File: src/meter_pkg.sv
// Shared constants for the panel meter result and display logic
package meter_pkg;

  // ----------------------------------------
  // Timing
  // ----------------------------------------
  localparam int unsigned CLK_KHZ = 200000; // 200 MHz core clock
  localparam int unsigned DONE_MS = 2; // Result update window
  localparam int unsigned DONE_CYC = DONE_MS * CLK_KHZ;
  localparam int unsigned CONV_MS = 100; // One conversion period
  localparam int unsigned CONV_CYC = CONV_MS * CLK_KHZ;
  localparam int unsigned SCAN_US = 250; // Dwell per display digit
  localparam int unsigned SCAN_CYC = SCAN_US * (CLK_KHZ / 1000);
  localparam int unsigned BLINK_MS = 250; // Half period of flashing
  localparam int unsigned BLINK_CYC = BLINK_MS * CLK_KHZ;

  // ----------------------------------------
  // Register map (byte addresses)
  // ----------------------------------------
  localparam logic [7:0] CTRL_OFS = 8'h00;
  localparam logic [7:0] RESULT_OFS = 8'h04;
  localparam logic [7:0] STAT_OFS = 8'h08;
  localparam logic [7:0] MASK_OFS = 8'h0c;

  // Control bits, all active low like the pins they replace
  localparam int unsigned CTRL_HOLD_N = 0; // Freeze parallel outputs
  localparam int unsigned CTRL_BLANK_N = 1; // Display off
  localparam int unsigned CTRL_RUN_N = 2; // Conversion pause
  localparam logic [2:0] CTRL_RST = 3'h7;

  // Status bits
  localparam int unsigned ST_CONV = 0; // Conversion stored
  localparam int unsigned ST_OVR = 1; // Result above full scale
  localparam logic [1:0] STAT_RST = 2'h0;
  localparam logic [1:0] MASK_RST = 2'h0;

  // ----------------------------------------
  // Count limits, packed BCD
  // ----------------------------------------
  localparam logic [15:0] CNT_SAT = 16'h3000; // Counter stops here
  localparam logic [11:0] OVR_SHOW = 12'h999; // Fixed far-overrange show

endpackage : meter_pkg

File: src/bcd_counter.sv
// Four-digit saturating BCD counter for the conversion count
module bcd_counter
  import meter_pkg::*;
(
  input wire logic clk,
  input wire logic rst_n,
  input wire logic clr,
  input wire logic inc,
  output logic [15:0] bcd
);

  // ----------------------------------------
  // State
  // ----------------------------------------
  typedef struct packed {
    logic [15:0] dig; // d3 d2 d1 d0
  } cnt_state_t;

  cnt_state_t s_q; // Registered state
  cnt_state_t s_d; // Next state
  logic [4:0] carry; // Carry into each digit
  logic [15:0] nxt; // Incremented digits

  // Per-digit increment with decimal wrap
  genvar g;
  generate
    for (g = 0; g < 4; g++) begin : g_dig
      assign nxt[g*4 +: 4] = !carry[g] ? s_q.dig[g*4 +: 4] :
                             (s_q.dig[g*4 +: 4] == 4'h9) ? 4'h0 :
                             s_q.dig[g*4 +: 4] + 4'h1;
      assign carry[g+1] = carry[g] & (s_q.dig[g*4 +: 4] == 4'h9);
    end
  endgenerate

  assign carry[0] = 1'b1;
  assign bcd = s_q.dig;

  // Next state: clear wins, saturate instead of wrapping
  always_comb begin
    s_d = s_q;
    if (clr) begin
      s_d.dig = 16'h0000;
    end else if (inc && (s_q.dig != CNT_SAT)) begin
      s_d.dig = nxt;
    end
  end

  // State register
  always_ff @(posedge clk or negedge rst_n) begin
    if (!rst_n) begin
      s_q <= '0;
    end else begin
      s_q <= s_d;
    end
  end

endmodule : bcd_counter

File: src/seven_seg.sv
// BCD to seven-segment decoder with blanking
module seven_seg (
  input wire logic [3:0] digit,
  input wire logic blank,
  output logic [6:0] seg
);

  // Segments g..a, active high; codes above nine show dark
  always_comb begin
    seg = 7'h00;
    if (!blank) begin
      case (digit)
        4'h0: seg = 7'h3f;
        4'h1: seg = 7'h06;
        4'h2: seg = 7'h5b;
        4'h3: seg = 7'h4f;
        4'h4: seg = 7'h66;
        4'h5: seg = 7'h6d;
        4'h6: seg = 7'h7d;
        4'h7: seg = 7'h07;
        4'h8: seg = 7'h7f;
        4'h9: seg = 7'h6f;
        default: seg = 7'h00;
      endcase
    end
  end

endmodule : seven_seg

File: src/meter_result_output_logic.sv
// Panel meter digital processor: count, store, display and latched BCD
// Function
// - BCD valid except 2 ms done window
// - Freeze stops BCD updates, not conversions
// - Above 1999 counts display flashes
// - Counter measures on to about 3000
// - Top digit shows only one or blank
// - 2000-2999 shows three low digits flashing
// - Above 2999 shows fixed number flashing
// - Above 1999 BCD lines and overload low
// - Control, counting, storage and digit multiplexing
// - Stored result feeds decoder and BCD latch
// - Freeze is active low
// - Blanking hides digits, keeps decimal points
// - Pause stops conversions, display holds result
// - Latched positive-true BCD with status lines
//
// Register access over APB and the placing of the registers are this design's own decisions.
module meter_result_output_logic
  import meter_pkg::*;
#(
  parameter int unsigned CONV_CYC_P = CONV_CYC,
  parameter int unsigned DONE_CYC_P = DONE_CYC,
  parameter int unsigned SCAN_CYC_P = SCAN_CYC,
  parameter int unsigned BLINK_CYC_P = BLINK_CYC
) (
  input wire logic pclk,
  input wire logic presetn,
  // APB slave
  input wire logic psel,
  input wire logic penable,
  input wire logic pwrite,
  input wire logic [7:0] paddr,
  input wire logic [31:0] pwdata,
  output logic [31:0] prdata,
  output logic pready,
  output logic pslverr,
  // Converter side
  input wire logic cmp_pulse,
  input wire logic pol_in,
  input wire logic [3:0] dp_n,
  // Parallel result port
  output logic [11:0] bcd_out,
  output logic over_out,
  output logic pol_out,
  output logic ovl_n,
  output logic data_ready,
  // Display and interrupt
  output logic [6:0] seg,
  output logic dp,
  output logic [3:0] dig_en,
  output logic irq
);

  // ----------------------------------------
  // Types and state
  // ----------------------------------------
  typedef enum logic [1:0] {COUNTING, READY, PAUSED} phase_t;

  typedef struct packed {
    phase_t phase; // Conversion sequencer
    logic [31:0] tmr; // Phase timer
    logic [15:0] res; // Stored result, BCD
    logic res_pol; // Stored polarity
    logic [2:0] ctrl; // Control register
    logic [1:0] stat; // Sticky events
    logic [1:0] mask; // Event enables
    logic [31:0] prdata;
    logic pready;
    logic pslverr;
    logic [11:0] bcd; // Latched output digits
    logic over; // Latched half digit
    logic pol;
    logic ovl_n;
    logic rdy;
    logic [31:0] scan_tmr; // Multiplex divider
    logic [1:0] scan; // Digit being driven
    logic [31:0] blink_tmr; // Flash divider
    logic blink; // Flash phase, high is dark
    logic [6:0] seg;
    logic dp;
    logic [3:0] dig;
    logic irq;
  } state_t;

  state_t s_q; // Registered state
  state_t s_d; // Next state
  logic cnt_clr; // Counter clear
  logic cnt_inc; // Counter step
  logic [15:0] cnt_bcd; // Running count
  logic [3:0] nib; // Scanned digit value
  logic nib_blank; // Scanned digit dark
  logic [6:0] seg_c; // Decoded segments

  // ----------------------------------------
  // Submodules
  // ----------------------------------------
  bcd_counter u_cnt (
    .clk(pclk),
    .rst_n(presetn),
    .clr(cnt_clr),
    .inc(cnt_inc),
    .bcd(cnt_bcd)
  );

  seven_seg u_seg (
    .digit(nib),
    .blank(nib_blank),
    .seg(seg_c)
  );

  // ----------------------------------------
  // Next-state logic
  // ----------------------------------------
  always_comb begin
    logic [1:0] ev; // Events this cycle
    logic [11:0] shown; // Low three digits to display
    logic hide_msd; // Top digit dark
    logic flash; // Result out of range
    logic setup; // APB setup phase
    logic acc; // APB completing access
    logic over_fs; // Stored result above 1999
    // Every local gets a value first so no path leaves a latch
    ev = 2'b00;
    shown = 12'h000;
    hide_msd = 1'b0;
    flash = 1'b0;
    setup = 1'b0;
    acc = 1'b0;
    over_fs = 1'b0;
    s_d = s_q;
    cnt_clr = 1'b0;
    cnt_inc = 1'b0;

    // Conversion sequencer
    case (s_q.phase)
      COUNTING: begin
        cnt_inc = cmp_pulse;
        s_d.tmr = s_q.tmr + 32'h1;
        if (!s_q.ctrl[CTRL_RUN_N]) begin
          // Pause drops the partial count; result stays on show
          s_d.phase = PAUSED;
          cnt_clr = 1'b1;
          s_d.tmr = 32'h0;
        end else if (s_q.tmr == 32'(CONV_CYC_P - 1)) begin
          s_d.res = cnt_bcd;
          s_d.res_pol = pol_in;
          cnt_clr = 1'b1;
          s_d.tmr = 32'h0;
          s_d.phase = READY;
          s_d.rdy = 1'b1;
          ev[ST_CONV] = 1'b1;
          // Thousands digit of two or more is out of range
          ev[ST_OVR] = (cnt_bcd[15:12] >= 4'h2);
        end
      end
      READY: begin
        s_d.tmr = s_q.tmr + 32'h1;
        if (s_q.tmr == 32'(DONE_CYC_P - 1)) begin
          s_d.tmr = 32'h0;
          s_d.rdy = 1'b0;
          s_d.phase = s_q.ctrl[CTRL_RUN_N] ? COUNTING : PAUSED;
          // Update latch only when freeze is high
          if (s_q.ctrl[CTRL_HOLD_N]) begin
            over_fs = (s_q.res[15:12] >= 4'h2);
            s_d.pol = s_q.res_pol;
            // Overrange zeroes the lines; polarity still follows
            if (over_fs) begin
              s_d.bcd = 12'h000;
              s_d.over = 1'b0;
              s_d.ovl_n = 1'b0;
            end else begin
              s_d.bcd = s_q.res[11:0];
              s_d.over = s_q.res[12];
              s_d.ovl_n = 1'b1;
            end
          end
        end
      end
      PAUSED: begin
        // Count held empty so release starts a whole fresh conversion
        cnt_clr = 1'b1;
        s_d.tmr = 32'h0;
        if (s_q.ctrl[CTRL_RUN_N]) begin
          s_d.phase = COUNTING;
        end
      end
      default: begin
        // Illegal code: park until the next release of the pause
        s_d.phase = PAUSED;
      end
    endcase

    // Multiplex and flash dividers
    // Both run free from reset, so the display keeps scanning
    // through pauses and freezes alike
    s_d.scan_tmr = s_q.scan_tmr + 32'h1;
    if (s_q.scan_tmr == 32'(SCAN_CYC_P - 1)) begin
      s_d.scan_tmr = 32'h0;
      s_d.scan = s_q.scan + 2'h1;
    end
    s_d.blink_tmr = s_q.blink_tmr + 32'h1;
    if (s_q.blink_tmr == 32'(BLINK_CYC_P - 1)) begin
      s_d.blink_tmr = 32'h0;
      s_d.blink = !s_q.blink;
    end

    // Display content from the stored result
    // Far overrange shows a fixed number so it cannot be misread
    shown = s_q.res[11:0];
    flash = 1'b0;
    hide_msd = (s_q.res[15:12] != 4'h1);
    if (s_q.res[15:12] >= 4'h3) begin
      shown = OVR_SHOW;
      flash = 1'b1;
      hide_msd = 1'b1;
    end else if (s_q.res[15:12] == 4'h2) begin
      flash = 1'b1;
      hide_msd = 1'b1;
    end
    // The top digit is only ever a one, so decode a constant
    nib = (s_q.scan == 2'h3) ? 4'h1 : shown[{s_q.scan, 2'b00} +: 4];
    // Blanking and the dark flash phase hit segments only; points stay
    nib_blank = !s_q.ctrl[CTRL_BLANK_N] | (flash & s_q.blink) |
                ((s_q.scan == 2'h3) & hide_msd);
    s_d.seg = seg_c;
    s_d.dig = 4'h1 << s_q.scan;
    s_d.dp = !dp_n[s_q.scan];

    // APB slave, answers in the first access cycle
    // Read data is captured at setup, so the access cycle only has to
    // hold the request steady; no wait states are ever added
    setup = psel & !penable;
    acc = psel & penable & s_q.pready;
    s_d.pready = setup;
    s_d.pslverr = 1'b0;
    if (setup) begin
      s_d.prdata = 32'h0;
      case (paddr)
        CTRL_OFS: s_d.prdata = {29'h0, s_q.ctrl};
        RESULT_OFS: s_d.prdata = {s_q.res, s_q.rdy, s_q.pol, s_q.ovl_n,
                                  s_q.over, s_q.bcd};
        STAT_OFS: s_d.prdata = {30'h0, s_q.stat};
        MASK_OFS: s_d.prdata = {30'h0, s_q.mask};
        default: s_d.pslverr = 1'b1;
      endcase
    end
    if (acc && pwrite && !s_q.pslverr) begin
      if (paddr == CTRL_OFS) begin
        s_d.ctrl = pwdata[2:0];
      end
      if (paddr == MASK_OFS) begin
        s_d.mask = pwdata[1:0];
      end
    end
    // Read clears only bits returned; new events win
    // An event landing on the clearing read survives to the next read
    if (acc && !pwrite && (paddr == STAT_OFS)) begin
      s_d.stat = s_q.stat & ~s_q.prdata[1:0];
    end
    s_d.stat = s_d.stat | ev;
    s_d.irq = |(s_d.stat & s_d.mask);
  end

  // ----------------------------------------
  // State register
  // ----------------------------------------
  always_ff @(posedge pclk or negedge presetn) begin
    if (!presetn) begin
      s_q <= '0;
      s_q.phase <= COUNTING;
      s_q.ctrl <= CTRL_RST;
      s_q.stat <= STAT_RST;
      s_q.mask <= MASK_RST;
      s_q.ovl_n <= 1'b1;
      // Strobe starts on the lowest digit so it is one-hot from reset
      s_q.dig <= 4'h1;
    end else begin
      s_q <= s_d;
    end
  end

  // Outputs straight from the state register
  assign prdata = s_q.prdata;
  assign pready = s_q.pready;
  assign pslverr = s_q.pslverr;
  assign bcd_out = s_q.bcd;
  assign over_out = s_q.over;
  assign pol_out = s_q.pol;
  assign ovl_n = s_q.ovl_n;
  assign data_ready = s_q.rdy;
  assign seg = s_q.seg;
  assign dp = s_q.dp;
  assign dig_en = s_q.dig;
  assign irq = s_q.irq;

endmodule : meter_result_output_logic

File: config.mk
export PLATFORM = sky130hd
export DESIGN_NAME = meter_result_output_logic
export DESIGN_NICKNAME = d
export VERILOG_FILES = /design/src/meter_pkg.sv /design/src/bcd_counter.sv /design/src/seven_seg.sv /design/src/meter_result_output_logic.sv
export SDC_FILE = /design/constraint.sdc
export NUM_CORES = 1
export LEC_CHECK = 0
export CORE_ASPECT_RATIO = 1.75
export CORE_MARGIN = 10
export CORE_UTILIZATION = 55
export CTS_CLUSTER_DIAMETER = 40
export DETAILED_ROUTE_END_ITERATION = 10
export DONT_BUFFER_PORTS = 1
export PLACE_DENSITY = 0.74
export REMOVE_ABC_BUFFERS = 1
export SLEW_MARGIN = 0
export SYNTH_ARGS = -nofsm -noshare
export SYNTH_HDL_FRONTEND = slang
export SYNTH_SLANG_ARGS = --single-unit
File: constraint.sdc
create_clock -name pclk -period 3.4 [get_ports pclk]
set_clock_uncertainty 0.15 [all_clocks]
set_input_delay 0.34 -clock pclk [delete_from_list [all_inputs] [get_ports pclk]]
set_output_delay 0.34 -clock pclk [all_outputs]
set_load 0.05 [all_outputs]
==> run summary <==
Area Overhead vs Synth - 6.69%
Sw Ratio - 22.4%
CTS Buf Count - 21
Multi-input logic area - 4310 sq um
Switching power - 0.00111 W
# port buffers - 0
First-pass GRT wire length - 34.2 mm
Top FF cell, synth - dfrtp_1
Post-route setup TNS - 0 ns
Vias per cell - 5.82
CTS tree - done
Clk Latency, worst-skew pair - 0.50 ns
Fraction of layout instances using a drive strength above 1 - 7.88%
CTS Hold Buffers Added - 10
Final setup fails - 0
Register area share after synthesis - 50.6%
Synth cell types - 62
CP Data Arrival Time - 3.02 ns
Status - finished, violations left
Resize count post-CTS - 0
Io pins - 114
# rows - 65
Worst ir drop on vdd - 0.000383 V
Fin area - 10,800 sq um
Synthesized area - 10,100 sq um
Vias in the first global route - 6,970
Placer congestion estimate - 0.833
Area after DPL - 9960 sq um
Hold WS - -0.609 ns
LEAKAGE - 4.88 nW
Worst-Margin Slew - 0.834 ns
Sequential Power Share - 49.6%
Initial core utilization - 55.9%
Hold WC Path Type - in2async
Total gr overflow - 0
Gr usage total - 17.0%
Die H - 199 um
Starting DRT DRC Count - 431
Max-cap violations - 0
Fmax - 356 MHz
Async S/R FF share, synth - 100%
Initial antenna violation count - 0
Peak fanout along the critical path - 27
Filler cells - 1,528
Avg Cell Area, Syn - 10.2 sq um
Max Slew Vio Count - 0
Largest net degree at the start of global routing - 205
CTS Sinks - 204
Clk buf depth - 3
CTS clock-pin slew for the worst setup and hold paths - 0.06 ns
Post-synthesis cell count - 990
Die outline width - 122 um
RSZ-0062 raised after global routing - no
Die area - 24,400 sq um
Drt pass-1 iters - 4
PD cells - 460 nW/um^2
Vias post-DR - 6,976
Crit path time final - 2.81 ns
Placed insts - 1,151
Relative slew slack - 44.2%
Reg2Reg Setup Slack - 0.59 ns
Worst Path Required - 3.61 ns
Failing checks - negative hold slack
Setup Buffers After CTS - 0
Setup WS pre-CTS - 0.609 ns
Clock root cell - clkbuf_16
Post-route ant nets - 0
Post-Layout Cell Count - 1,198
Number of synthesized flops with an enable pin - 0
# DRC - 0
Routed wire length - 21.0 mm
Final setup margin - 0.595 ns
Crit share post-route - 82.5%
Critical path type - reg2reg
CORE AREA - 18,100 sq um
Yosys reg bits - 204
Antenna diodes - 0
Internal power - 0.00385 W
Nets - 1,024
Setup crit start kind - flop
Routed wire per std cell - 17.5 um
Max H-tree Level - 1
Final hold vios - 204
Synth warnings - 0
Combinational share of power - 3.2%
HPWL after DPL - 14.8 mm
CP endpoint kind - flop
Clock Power Share - 47.3%
Storage element area - 5110 sq um
## synthesized netlist by cell type, types with 18 or more instances
| cell | instances | area [sq um] |
|---|---|---|
| inv_1 | 40 | 150 |
| xor2_1 | 40 | 350 |
| mux2i_1 | 21 | 210 |
| buf_4 | 55 | 413 |
| nand3_1 | 43 | 215 |
| o21ai_0 | 20 | 100 |
| a22o_1 | 32 | 280 |
| nand2_1 | 101 | 379 |
| and3_1 | 18 | 113 |
| a21oi_1 | 23 | 115 |
| nor2_1 | 90 | 338 |
| ha_1 | 23 | 288 |
| xnor2_1 | 48 | 420 |
| nor3_1 | 27 | 135 |
| dfrtp_1 | 199 | 4980 |
| clkbuf_1 | 27 | 101 |
| nor4_1 | 21 | 131 |
| nand4_1 | 35 | 219 |
## layer usage
metal | share of wire [%] | up-vias | GRT usage [%]
met2 | 55 | 145 | 32.1
met3 | 5.0 | 37 | 2.68
li1 | - | 3319 | -
met5 | 0 | - | 0
met4 | 3.2 | 0 | 7.01
met1 | 37 | 3475 | 17.8
## worst paths after layout
path                                            from                      to  depth (start not counted)
min in group pclk                           paddr[0]       pslverr$_DFF_PN0_                          3
max in group asynchronous                    presetn  prdata[19]$_DFFE_PN0P_                          0
worst min register to register     s_q[45]$_DFF_PN0_       s_q[45]$_DFF_PN0_                          1
worst max-delay path            s_q[180]$_DFFE_PN0P_    s_q[175]$_DFFE_PN0P_                          6
worst min-delay path                         presetn   prdata[7]$_DFFE_PN0P_                          0
worst max register to register  s_q[180]$_DFFE_PN0P_    s_q[175]$_DFFE_PN0P_                          6
## layout by cell type (no fill, tap or decap), drive strengths merged, types with 5 or more instances in the layout
cell type,synthesis,routed
nor4,21,21
nand3,43,43
dfrtp,199,199
or3,11,11
ha,23,23
a21o,6,6
nand3b,5,5
clkinv,0,5
a211oi,5,5
dlygate4sd3,0,10
dfstp,5,5
nor2b,10,10
nand2,101,101
and2,8,8
buf,59,13
o21ai,21,21
mux2,8,8
inv,40,44
clkbuf,27,23
nor3,27,27
nand4,35,35
a22o,32,32
xnor2,48,48
mux2i,21,21
and4,7,7
nor4b,6,6
nand2b,6,6
xor2,40,40
and3,18,18
a21oi,23,23
nor2,90,90
## sequential cells by signal, indices dropped and copies added (netlist names), 4 cells and up
| signal | count |
|---|---|
| dig_en | 4 |
| seg | 7 |
| prdata | 32 |
| bcd_out | 12 |
| u_cnt.bcd | 16 |
| s_q | 125 |
## power by group through the flow
| stage | logic (W) | registers, W | clock network (W) |
|---|---|---|---|
| floorplan | 0.000111 | 0.00250 | 0 |
| global placement | 0.000143 | 0.00250 | 0 |
| detailed placement | 0.000144 | 0.00250 | 0 |
| CTS | 0.000158 | 0.00246 | 0.00239 |
| global route | 0.000174 | 0.00246 | 0.00249 |
| finish | 0.000156 | 0.00246 | 0.00234 |
## cells by family after synthesis
| family | after synthesis | share of synthesized area, % |
|---|---|---|
| compound gates | 108 | 7.65 |
| mux | 32 | 3.64 |
| fa+ha+maj | 23 | 2.85 |
| simple gates | 409 | 20.7 |
| xor+xnor | 88 | 7.63 |
| flops | 204 | 50.6 |
| buf+inv | 126 | 6.89 |
## area by class of cell
| class | count | area share [%] |
|---|---|---|
| Timing Repair Buffer | 23 | 1.84 |
| Sequential cell | 204 | 47.5 |
| Clock inverter | 14 | 1.49 |
| Inverter | 40 | 1.39 |
| Tap cell | 234 | 2.72 |
| Clock buffer | 23 | 5.13 |
| Multi-Input combinational cell | 660 | 40.0 |
## through the flow
stage / hold slack, ns / utilization, % / total power, W
2_1_floorplan: -0.106 / - / 0.00261
3_3_place_gp: -0.0988 / 55.2 / 0.00265
3_5_place_dp: -0.0981 / 55.2 / 0.00265
4_1_cts: -0.624 / 59.7 / 0.00501
5_1_grt: -0.629 / 59.7 / 0.00513
6_report: -0.609 / 59.7 / 0.00496
## worst max-delay path: stages (launching register included)
cell      delay, ns
dfrtp_1        0.44
nor4_1         0.50
nand4_1        0.17
or4_1          0.70
a221oi_4       0.29
buf_4          0.32
nor2_1         0.09
Power figures use the tool's default switching activity.
